$ cat config.mk
export PLATFORM = sky130hd
export DESIGN_NAME = sep_cmd_port
export DESIGN_NICKNAME = d
export VERILOG_FILES = /design/src/rtl/sep_pkg.sv /design/src/rtl/sep_sync.sv /design/src/rtl/sep_fifo.sv /design/src/rtl/sep_cmd_port.sv
export SDC_FILE = /design/constraint.sdc
export NUM_CORES = 2
export LEC_CHECK = 0
export ABC_CLOCK_PERIOD_IN_PS = 53600
export BUFFER_PORTS_ARGS = -buffer_cell sky130_fd_sc_hd__buf_4
export CAP_MARGIN = 20
export CORE_UTILIZATION = 62
export DETAILED_ROUTE_END_ITERATION = 7
export HOLD_SLACK_MARGIN = 0.03
export PLACE_DENSITY = 0.86
export REMOVE_ABC_BUFFERS = 1
export SYNTH_ARGS = -nofsm -noshare
export SYNTH_HDL_FRONTEND = slang
export SYNTH_SLANG_ARGS = --single-unit
$ cat constraint.sdc
create_clock -name CLK_SYS -period 53.6 [get_ports CLK_SYS]
set_input_delay 5.36 -clock CLK_SYS [delete_from_list [all_inputs] [get_ports CLK_SYS]]
set_output_delay 5.36 -clock CLK_SYS [all_outputs]
set_load 0.03 [all_outputs]
$ cat src/rtl/sep_pkg.sv
// Shared constants and types for the serial memory command port
package sep_pkg;
  // System clock period
  localparam int CLK_NS = 5;
  // Least deselect time before status may be shown
  localparam int DESEL_MIN_NS = 250;
  localparam int DESEL_CYC = (DESEL_MIN_NS + CLK_NS - 1) / CLK_NS;
  // Self-timed cycle lengths, erase, erase-all and write alike
  localparam int PROG_MS = 6;
  localparam int FILL_MS = 15;
  localparam int PROG_CYC = PROG_MS * 1000000 / CLK_NS;
  localparam int FILL_CYC = FILL_MS * 1000000 / CLK_NS;
  // Width of the self-timed cycle counter
  localparam int TMR_W = 22;
  // Default organisation: 16-bit words, 6-bit address
  localparam int DATA_W = 16;
  localparam int ADDR_W = 6;
  localparam int FIFO_DEPTH = 16;
  // Opcodes following the start bit
  localparam logic [1:0] OPC_EXT = 2'h0;
  localparam logic [1:0] OPC_WRITE = 2'h1;
  localparam logic [1:0] OPC_READ = 2'h2;
  localparam logic [1:0] OPC_ERASE = 2'h3;
  // Sub-codes in the two address MSBs under OPC_EXT
  localparam logic [1:0] SUB_DISABLE = 2'h0;
  localparam logic [1:0] SUB_FILL = 2'h1;
  localparam logic [1:0] SUB_WIPE = 2'h2;
  localparam logic [1:0] SUB_ENABLE = 2'h3;
  // Reset value of the program-enable latch
  localparam logic PROG_EN_RST = 1'b0;
  // Command sequencer states
  typedef enum logic [2:0] {
    ST_IDLE, ST_OPC, ST_ADR, ST_DAT, ST_RD, ST_DONE
  } sep_state_e;
  // Programming operations
  typedef enum logic [2:0] {
    PG_NONE, PG_ERASE, PG_WIPE, PG_WRITE, PG_FILL
  } sep_prog_e;
endpackage : sep_pkg

$ cat src/rtl/sep_sync.sv
// Two-flop synchroniser for pin inputs
`timescale 1ns/100ps
`default_nettype none
module sep_sync #(
  parameter int W = 1
) (
  input wire logic clk,
  input wire logic rst,
  input wire logic [W-1:0] d,
  output logic [W-1:0] q
);
  // First stage, read only by the second
  logic [W-1:0] meta_q;

  // Plain two-stage capture
  always_ff @(posedge clk or posedge rst) begin
    if (rst) begin
      meta_q <= '0;
      q <= '0;
    end else begin
      meta_q <= d;
      q <= meta_q;
    end
  end
endmodule : sep_sync
`default_nettype wire

$ cat src/rtl/sep_fifo.sv
// Small flop FIFO with valid/ready on both sides and a flush
`timescale 1ns/100ps
`default_nettype none
module sep_fifo #(
  parameter int W = 16,
  parameter int DEPTH = 16
) (
  input wire logic clk,
  input wire logic rst,
  input wire logic clr,
  input wire logic in_valid,
  output logic in_ready,
  input wire logic [W-1:0] in_data,
  output logic out_valid,
  input wire logic out_ready,
  output logic [W-1:0] out_data
);
  localparam int PW = $clog2(DEPTH);
  // Pointer arithmetic relies on power-of-two depth
  if (DEPTH < 2 || (1 << PW) != DEPTH) begin : g_bad_depth
    $error("FIFO depth must be a power of two");
  end
  logic [W-1:0] mem_q [DEPTH];
  logic [PW-1:0] wr_q;
  logic [PW-1:0] rd_q;
  logic [PW:0] cnt_q;
  wire push = in_valid & in_ready;
  wire pop = out_valid & out_ready;

  // Honest flags from the occupancy count
  assign in_ready = (cnt_q != DEPTH[PW:0]);
  assign out_valid = (cnt_q != '0);
  assign out_data = mem_q[rd_q];

  // Pointers and count; flush empties at once
  always_ff @(posedge clk or posedge rst) begin
    if (rst) begin
      wr_q <= '0;
      rd_q <= '0;
      cnt_q <= '0;
    end else if (clr) begin
      wr_q <= '0;
      rd_q <= '0;
      cnt_q <= '0;
    end else begin
      wr_q <= wr_q + PW'(push);
      rd_q <= rd_q + PW'(pop);
      cnt_q <= cnt_q + (PW+1)'(push) - (PW+1)'(pop);
    end
  end

  // Storage, no reset needed
  always_ff @(posedge clk) begin
    if (push) begin
      mem_q[wr_q] <= in_data;
    end
  end
endmodule : sep_fifo
`default_nettype wire

$ cat src/rtl/sep_cmd_port.sv
// Command front end of a small serial nonvolatile memory
// Notes on behaviour
// No start accepted during programming cycle
// Deselect holds command logic in reset
// Sample input, change output on clock rise
// Paused clock keeps shift position
// Clock ignored deselected or before start
// Start is first rise with select, input high
// Execute only after all bits arrive
// After last bit, ignore until new start
// Opcodes and sub-codes select the instruction
// Address and data lengths follow organisation
// Output floats except data or status
// Status after deselect time: low busy
// No status if held deselected; later high
// Dummy zero precedes read data
// No programming while supply is low
// Powers up program-disabled
// Enable holds until disable or power loss
// Reads work in either enable state
// Deselect edge starts word erase
// Erase-all starts on deselect edge too
// Self-timed cycle needs no serial clock
// Write: data, then deselect starts cycle
// Held select keeps reading next words
// Write-all erases then writes everything
// Disabled programming commands change nothing
// Cycle length is a counted parameter
`timescale 1ns/100ps
`default_nettype none
module sep_cmd_port #(
  parameter int DATA_W = sep_pkg::DATA_W,
  parameter int ADDR_W = sep_pkg::ADDR_W,
  parameter int PROG_CYC = sep_pkg::PROG_CYC,
  parameter int FILL_CYC = sep_pkg::FILL_CYC
) (
  input wire logic CLK_SYS,
  input wire logic SYS_RST,
  input wire logic DEV_SEL,
  input wire logic SER_CLK,
  input wire logic SER_IN,
  input wire logic SUPPLY_GOOD,
  output logic SER_OUT_O,
  output logic SER_OUT_OE
);
  localparam int TW = sep_pkg::TMR_W;
  localparam int DEPTH = 1 << ADDR_W;
  localparam int BW = $clog2(DATA_W + 1);
  localparam int DW = $clog2(sep_pkg::DESEL_CYC + 1);
  // Only the two documented organisations are served
  if (!((DATA_W == 16 && ADDR_W == 6) || (DATA_W == 8 && ADDR_W == 7)))
  begin : g_bad_org
    $error("unsupported organisation");
  end
  // Busy must stand at least two cycles for the start checks
  if (PROG_CYC < 2 || FILL_CYC < 2 || PROG_CYC >= (1 << TW) ||
      FILL_CYC >= (1 << TW)) begin : g_bad_cyc
    $error("cycle count out of range");
  end

  // Synchronised pins: select, clock, data, supply
  logic cs_s, sk_s, din_s, pwr_s;
  logic cs_prev_q, sk_prev_q;
  sep_sync #(.W(4)) u_sync (
    .clk(CLK_SYS),
    .rst(SYS_RST),
    .d({DEV_SEL, SER_CLK, SER_IN, SUPPLY_GOOD}),
    .q({cs_s, sk_s, din_s, pwr_s})
  );

  // Edge history from the second stage only
  always_ff @(posedge CLK_SYS or posedge SYS_RST) begin
    if (SYS_RST) begin
      cs_prev_q <= 1'b0;
      sk_prev_q <= 1'b0;
    end else begin
      cs_prev_q <= cs_s;
      sk_prev_q <= sk_s;
    end
  end
  wire sk_rise = cs_s & sk_s & ~sk_prev_q;
  wire cs_fall = ~cs_s & cs_prev_q;
  wire cs_rise = cs_s & ~cs_prev_q;

  // Sequencer and shift registers
  sep_pkg::sep_state_e state_q, state_d;
  logic [BW-1:0] cnt_q; // Bits taken in the current phase
  logic [1:0] opc_q; // Opcode being shifted in
  logic [ADDR_W-1:0] addr_q; // Address being shifted in
  logic [DATA_W-1:0] sh_q; // Write data being shifted in
  logic prog_en_q; // Program-enabled state
  logic busy_q; // Self-timed cycle running
  sep_pkg::sep_prog_e pend_q; // Armed op, waits for deselect edge

  // Start bit: only from idle, never while programming
  wire start_det = sk_rise & din_s & (state_q == sep_pkg::ST_IDLE) &
                   ~busy_q;
  wire opc_last = (state_q == sep_pkg::ST_OPC) & sk_rise &
                  (cnt_q == BW'(1));
  wire adr_last = (state_q == sep_pkg::ST_ADR) & sk_rise &
                  (cnt_q == BW'(ADDR_W - 1));
  wire dat_last = (state_q == sep_pkg::ST_DAT) & sk_rise &
                  (cnt_q == BW'(DATA_W - 1));
  wire [ADDR_W-1:0] addr_full = {addr_q[ADDR_W-2:0], din_s};
  wire [1:0] sub = addr_full[ADDR_W-1 -: 2];
  wire is_ext = (opc_q == sep_pkg::OPC_EXT);
  wire is_read = (opc_q == sep_pkg::OPC_READ);
  wire is_fill = is_ext & (sub == sep_pkg::SUB_FILL);
  // In the data phase the live shift is stale; use the held address
  wire fill_held = is_ext &
                   (addr_q[ADDR_W-1 -: 2] == sep_pkg::SUB_FILL);
  wire takes_data = (opc_q == sep_pkg::OPC_WRITE) | is_fill;
  wire do_erase = (opc_q == sep_pkg::OPC_ERASE) & adr_last;
  wire do_wipe = is_ext & (sub == sep_pkg::SUB_WIPE) & adr_last;
  wire do_en = is_ext & (sub == sep_pkg::SUB_ENABLE) & adr_last;
  wire do_dis = is_ext & (sub == sep_pkg::SUB_DISABLE) & adr_last;
  wire dummy_ev = adr_last & is_read;

  // Next state; paused clock simply means no rise
  always_comb begin
    state_d = state_q;
    if (!cs_s) begin
      state_d = sep_pkg::ST_IDLE;
    end else if (start_det) begin
      state_d = sep_pkg::ST_OPC;
    end else if (opc_last) begin
      state_d = sep_pkg::ST_ADR;
    end else if (adr_last) begin
      // Read streams, writes take data, the rest are complete
      if (is_read) begin
        state_d = sep_pkg::ST_RD;
      end else if (takes_data) begin
        state_d = sep_pkg::ST_DAT;
      end else begin
        state_d = sep_pkg::ST_DONE;
      end
    end else if (dat_last) begin
      state_d = sep_pkg::ST_DONE;
    end
  end

  // State and phase bit count
  always_ff @(posedge CLK_SYS or posedge SYS_RST) begin
    if (SYS_RST) begin
      state_q <= sep_pkg::ST_IDLE;
      cnt_q <= '0;
    end else begin
      state_q <= state_d;
      if (!cs_s || start_det || opc_last || adr_last) begin
        cnt_q <= '0;
      end else if (sk_rise) begin
        cnt_q <= cnt_q + BW'(1);
      end
    end
  end

  // Field capture, each in its own phase
  always_ff @(posedge CLK_SYS or posedge SYS_RST) begin
    if (SYS_RST) begin
      opc_q <= '0;
      addr_q <= '0;
      sh_q <= '0;
    end else if (sk_rise) begin
      if (state_q == sep_pkg::ST_OPC) begin
        opc_q <= {opc_q[0], din_s};
      end
      if (state_q == sep_pkg::ST_ADR) begin
        addr_q <= addr_full;
      end
      if (state_q == sep_pkg::ST_DAT) begin
        sh_q <= {sh_q[DATA_W-2:0], din_s};
      end
    end
  end

  // Enable latch; supply loss counts as power removal
  always_ff @(posedge CLK_SYS or posedge SYS_RST) begin
    if (SYS_RST) begin
      prog_en_q <= sep_pkg::PROG_EN_RST;
    end else if (!pwr_s || do_dis) begin
      prog_en_q <= 1'b0;
    end else if (do_en) begin
      prog_en_q <= 1'b1;
    end
  end

  // Arm an op only when all bits are in and enabled
  always_ff @(posedge CLK_SYS or posedge SYS_RST) begin
    if (SYS_RST) begin
      pend_q <= sep_pkg::PG_NONE;
    end else if (!cs_s || start_det) begin
      pend_q <= sep_pkg::PG_NONE;
    end else if (prog_en_q && do_erase) begin
      pend_q <= sep_pkg::PG_ERASE;
    end else if (prog_en_q && do_wipe) begin
      pend_q <= sep_pkg::PG_WIPE;
    end else if (prog_en_q && dat_last) begin
      pend_q <= fill_held ? sep_pkg::PG_FILL : sep_pkg::PG_WRITE;
    end
  end

  // Self-timed engine, runs on the system clock alone
  logic [TW-1:0] tmr_q; // Cycles left
  sep_pkg::sep_prog_e run_q; // Op being programmed
  logic [ADDR_W-1:0] run_addr_q;
  logic [DATA_W-1:0] run_data_q;
  wire prog_start = cs_fall & (pend_q != sep_pkg::PG_NONE) & prog_en_q &
                    pwr_s & ~busy_q;
  wire prog_end = busy_q & (tmr_q == '0);
  wire [TW-1:0] tmr_load = (pend_q == sep_pkg::PG_FILL) ?
                           TW'(FILL_CYC - 1) : TW'(PROG_CYC - 1);

  // Count down; no serial clock involved
  always_ff @(posedge CLK_SYS or posedge SYS_RST) begin
    if (SYS_RST) begin
      busy_q <= 1'b0;
      tmr_q <= '0;
      run_q <= sep_pkg::PG_NONE;
      run_addr_q <= '0;
      run_data_q <= '0;
    end else if (prog_start) begin
      busy_q <= 1'b1;
      tmr_q <= tmr_load;
      run_q <= pend_q;
      run_addr_q <= addr_q;
      run_data_q <= sh_q;
    end else if (prog_end) begin
      busy_q <= 1'b0;
    end else if (busy_q) begin
      tmr_q <= tmr_q - TW'(1);
    end
  end

  // Array; erase forms write ones, whole-array forms hit all
  logic [DATA_W-1:0] mem_q [DEPTH];
  wire commit = prog_end & pwr_s;
  wire all_op = (run_q == sep_pkg::PG_WIPE) | (run_q == sep_pkg::PG_FILL);
  wire ones_op = (run_q == sep_pkg::PG_WIPE) |
                 (run_q == sep_pkg::PG_ERASE);
  wire [DATA_W-1:0] wr_val = ones_op ? '1 : run_data_q;
  always_ff @(posedge CLK_SYS or posedge SYS_RST) begin
    if (SYS_RST) begin
      for (int i = 0; i < DEPTH; i++) begin
        mem_q[i] <= '1;
      end
    end else begin
      for (int i = 0; i < DEPTH; i++) begin
        if (commit && (all_op || run_addr_q == ADDR_W'(i))) begin
          mem_q[i] <= wr_val;
        end
      end
    end
  end

  // Read prefetch into the FIFO; stalls when it fills
  logic [ADDR_W-1:0] pf_addr_q;
  logic pf_ready, rd_valid;
  logic [DATA_W-1:0] rd_word;
  wire in_rd = (state_q == sep_pkg::ST_RD);
  logic [BW-1:0] out_left_q; // Bits still to send of word
  logic [DATA_W-1:0] out_sh_q;
  wire rd_rise = in_rd & sk_rise;
  wire need_word = rd_rise & (out_left_q == '0);
  wire pop = need_word & rd_valid;
  always_ff @(posedge CLK_SYS or posedge SYS_RST) begin
    if (SYS_RST) begin
      pf_addr_q <= '0;
    end else if (adr_last) begin
      pf_addr_q <= addr_full;
    end else if (in_rd && pf_ready) begin
      pf_addr_q <= pf_addr_q + ADDR_W'(1);
    end
  end
  // Flushed whenever no read runs, so stale words never leak
  sep_fifo #(.W(DATA_W), .DEPTH(sep_pkg::FIFO_DEPTH)) u_fifo (
    .clk(CLK_SYS),
    .rst(SYS_RST),
    .clr(~in_rd),
    .in_valid(in_rd),
    .in_ready(pf_ready),
    .in_data(mem_q[pf_addr_q]),
    .out_valid(rd_valid),
    .out_ready(pop),
    .out_data(rd_word)
  );

  // Output shifter; a late word holds the line rather than slip
  always_ff @(posedge CLK_SYS or posedge SYS_RST) begin
    if (SYS_RST) begin
      out_left_q <= '0;
      out_sh_q <= '0;
    end else if (!in_rd) begin
      out_left_q <= '0;
    end else if (pop) begin
      out_sh_q <= {rd_word[DATA_W-2:0], 1'b0};
      out_left_q <= BW'(DATA_W - 1);
    end else if (rd_rise && out_left_q != '0) begin
      out_sh_q <= {out_sh_q[DATA_W-2:0], 1'b0};
      out_left_q <= out_left_q - BW'(1);
    end
  end

  // Status bookkeeping: deselect timer and pending report
  logic [DW-1:0] low_cnt_q;
  logic stat_pend_q, stat_drive_q;
  wire desel_ok = (low_cnt_q == DW'(sep_pkg::DESEL_CYC));
  always_ff @(posedge CLK_SYS or posedge SYS_RST) begin
    if (SYS_RST) begin
      low_cnt_q <= '0;
    end else if (cs_s) begin
      low_cnt_q <= '0;
    end else if (!desel_ok) begin
      low_cnt_q <= low_cnt_q + DW'(1);
    end
  end
  // Report stays owed until shown once with the cycle over
  always_ff @(posedge CLK_SYS or posedge SYS_RST) begin
    if (SYS_RST) begin
      stat_pend_q <= 1'b0;
      stat_drive_q <= 1'b0;
    end else begin
      if (prog_start) begin
        stat_pend_q <= 1'b1; // Set wins over clear
      end else if (cs_fall && stat_drive_q && !busy_q) begin
        stat_pend_q <= 1'b0;
      end
      if (!cs_s || start_det) begin
        stat_drive_q <= 1'b0;
      end else if (cs_rise && stat_pend_q && desel_ok) begin
        stat_drive_q <= 1'b1;
      end
    end
  end

  // Pin drive; data and dummy bits change on serial clock rises, status and float on select or busy
  logic do_d, oe_d, do_q, oe_q;
  always_comb begin
    do_d = 1'b1;
    oe_d = 1'b0;
    if (!cs_s) begin
      oe_d = 1'b0;
    end else if (dummy_ev) begin
      do_d = 1'b0;
      oe_d = 1'b1;
    end else if (in_rd) begin
      oe_d = 1'b1;
      do_d = do_q; // Hold between clock rises
      if (pop) begin
        do_d = rd_word[DATA_W-1];
      end else if (rd_rise && out_left_q != '0) begin
        do_d = out_sh_q[DATA_W-1];
      end
    end else if (stat_drive_q) begin
      do_d = ~busy_q;
      oe_d = 1'b1;
    end
  end
  always_ff @(posedge CLK_SYS or posedge SYS_RST) begin
    if (SYS_RST) begin
      do_q <= 1'b1;
      oe_q <= 1'b0;
    end else begin
      do_q <= do_d;
      oe_q <= oe_d;
    end
  end
  assign SER_OUT_O = do_q;
  assign SER_OUT_OE = oe_q;
endmodule : sep_cmd_port
`default_nettype wire

==> impl_metrics.env <==
export IMPL_run_status="finished clean"
export IMPL_drive_gt1_share_pct=67.1
export IMPL_crit_type="in2async"
export IMPL_synth_avg_cell_area_um2=16.3
export IMPL_slew_headroom_pct=26.7
export IMPL_rsz0062_at_grt="no"
export IMPL_synthDistinctLibCells=83
export IMPL_place_congestion=0.889
export IMPL_cts_setup_buffers=0
export IMPL_initial_utilization_pct=62.9
export IMPL_synth_flop_cell="dfstp_2"
export IMPL_wl_mm=166
export IMPL_finalWorstSetupSlack_ns=44.84
export IMPL_p_total_uw=2440
export IMPL_synth_edf_count=256
export IMPL_ys_top_cells_by_count="dfstp_2, mux2_4, mux2_2"
export IMPL_seq_area_frac_synth_pct=56.4
export IMPL_die_w_um=332
export IMPL_critPathSlowestCell="buf_4"
export IMPL_clk_latency_ns=0.78
export IMPL_rr_endpoint="u_fifo.mem_q[9][8]"
export IMPL_nets=4084
export IMPL_die_h_um=332
export IMPL_p_sw_share_pct=25.2
export IMPL_dp_hpwl_mm=94.8
export IMPL_synth_area_top_cells="dfstp_2, mux2_4, edfxtp_1, mux4_2, mux2_2"
export IMPL_synth_most_common_cell="dfstp_2"
export IMPL_hold_viol_final=0
export IMPL_reg2reg_depth=7
export IMPL_crit_buf_inv=6
export IMPL_endpoint="mem_q[763]"
export IMPL_grt_pass1_wl_mm=255
export IMPL_switchingPower_uw=615
export IMPL_drt_iter0_drc=3895
export IMPL_required_ns=54.44
export IMPL_io_pins=8
export IMPL_path_cells="buf_4, inv_8, buf_4, buf_4, buf_4, buf_4"
export IMPL_seqPwrFrac_pct=46.6
export IMPL_grt_overflow=0
export IMPL_synth_largest_area_cell="dfstp_2"
export IMPL_p_leak_uw=0.0314
export IMPL_clockRootBuffer="clkbuf_16"
export IMPL_intPower_uw=1830
export IMPL_ir_drop_mv=0.0350
export IMPL_r2r_start="pf_addr_q[2]"
export IMPL_ctsHoldBuffers=0
export IMPL_tritoncts="yes"
export IMPL_cp_max_fo=132
export IMPL_io_buffers=7
export IMPL_async_flop_share_pct=82.0
export IMPL_p_clk_share_pct=43.2
export IMPL_cp_top_family="buffers and inverters"
export IMPL_die_area_um2=111000
export IMPL_core_um2=108000
export IMPL_grt_start_max_net_pins=133
export IMPL_worst_path_stages=6
export IMPL_crit_path_end_kind="async pin"
export IMPL_cts_resized_gates=0
export IMPL_place_ws_ns=43.96
export IMPL_path_clk_slew_ns=0.06
export IMPL_num_fill_cells=6462
export IMPL_grt_pass1_vias=39800
export IMPL_yosysWarnings=0
export IMPL_post_route_util_pct=68.2
export IMPL_r2r_setup_slack_ns=48.39
export IMPL_wire_per_inst_um=29.8
export IMPL_cp_arrival_ns=9.61
export IMPL_hp_class="reg2reg"
export IMPL_route_vias_total=37500
export IMPL_ant_nets=0
export IMPL_std_cell_rows=120
export IMPL_synthesis_area_um2=67700
export IMPL_viasPerCell=6.73
export IMPL_finalSetupTns_ns=0
export IMPL_drv_slew=0
export IMPL_comb_power_share_pct=10.2
export IMPL_ctsLongestPathBuffers=3
export IMPL_skew_ns=0.0418
export IMPL_synthCells=4152
export IMPL_area_growth_pct=8.53
export IMPL_track_usage_pct=30.4
export IMPL_finalCritPeriodShare_pct=16.4
export IMPL_cts_buffers=144
export IMPL_worstMarginPinSlew_ns=1.10
export IMPL_yosysTopAreaCellShare_pct=39.8
export IMPL_slowest_delay_ns=0.88
export IMPL_startpoint="SYS_RST"
export IMPL_max_freq_mhz=114
export IMPL_period_needed_ns=8.76
export IMPL_ys_ff_latch=1423
export IMPL_cts_sinks=1423
export IMPL_start_kind="input port"
export IMPL_maxCapViolCount=0
export IMPL_antenna_found_initial=0
export IMPL_setup_violations=0
export IMPL_antenna_diode_count=0
export IMPL_cts_max_level=4
export IMPL_dr_pass1_iters=5
export IMPL_drc=0
export IMPL_crit_path_frequent_cell="buf_4"
export IMPL_p_per_area_nw_per_um2=33.3
[metal layers]
layer | vias up | global-route usage (%) | wire length (um)
met1 | 20200 | 41.4 | 67200
met2 | 1598 | 48.4 | 80400
met4 | 0 | 12.9 | 6660
met5 | - | 0.0868 | 0
li1 | 15300 | - | -
met3 | 384 | 5.80 | 11800
[sequential cells by signal, summed over array words and instances, names as in the netlist, 5 cells and up]
signal / flops
mem_q: 1024
u_fifo.mem_q: 256
tmr_q: 22
run_data_q: 16
sh_q: 16
out_sh_q: 15
addr_q: 6
low_cnt_q: 6
pf_addr_q: 6
run_addr_q: 6
cnt_q: 5
out_left_q: 5
u_fifo.cnt_q: 5
[worst min-delay path by stage]
| stage | from | cells past startpoint | slack, ns | end |
|---|---|---|---|---|
| 6_report | u_sync.meta_q[1] | 0 | 0.35 | u_sync.q[1] |
| 5_1_grt | u_sync.meta_q[1] | 0 | 0.36 | u_sync.q[1] |
| 4_1_cts | u_sync.meta_q[1] | 0 | 0.35 | u_sync.q[1] |
| 3_5_place_dp | u_sync.meta_q[3] | 0 | 0.34 | u_sync.q[3] |
| 3_3_place_gp | u_sync.meta_q[0] | 0 | 0.33 | u_sync.q[0] |
| 2_1_floorplan | u_sync.meta_q[0] | 0 | 0.33 | u_sync.q[0] |
[placed cells by master, fill, tap and decap left out, drive strengths merged, types with 39 or more instances in the layout]
cell type	instances
a211oi	39
o21ai	102
nor2	74
edfxtp	256
mux4	287
mux2	1043
buf	99
inv	42
a21oi	40
dfrtp	142
nand2	236
clkbuf	215
mux2i	127
dfstp	1025
[power by group through the flow]
stage / Clock, uW / Sequential, uW / Combinational (uW)
2_1_floorplan: 0 / 1200 / 168
3_3_place_gp: 0 / 1150 / 245
3_5_place_dp: 0 / 1150 / 248
4_1_cts: 1060 / 1140 / 249
5_1_grt: 1110 / 1140 / 262
6_report: 1060 / 1140 / 250
[metrics by stage]
| stage | area [um^2] | instances | hold slack (ns) |
|---|---|---|---|
| final | 73500 | 5577 | 0.349 |
| after global routing | 73500 | 5577 | 0.363 |
| after CTS | 73300 | 5566 | 0.351 |
| after detailed placement | 68300 | 5304 | 0.336 |
| after global placement | 68300 | 5304 | 0.335 |
| after floorplan | 65800 | 3812 | 0.331 |
[final cells by class]
cell class	count	area [um^2]	share of cell area, %
sequential	1423	38200	52.0
tap	1403	1760	2.39
inverter	39	154	0.209
timing repair buffer	100	838	1.14
clock inverter	48	656	0.892
clock buffer	214	4340	5.91
multi-input combinational	2350	27500	37.5
[cell families (layout without fill, tap and decap cells)]
kind of cell | count (synthesis) | count (layout) | synth area share [%]
compound gates | 373 | 373 | 3.73
buf+inv | 379 | 401 | 3.06
mux | 1457 | 1457 | 32.1
simple gates | 477 | 477 | 4.03
fa+ha+maj | 20 | 20 | 0.381
flops | 1423 | 1423 | 56.4
xor+xnor | 23 | 23 | 0.298
No activity file was read; power rests on OpenSTA's default activity.
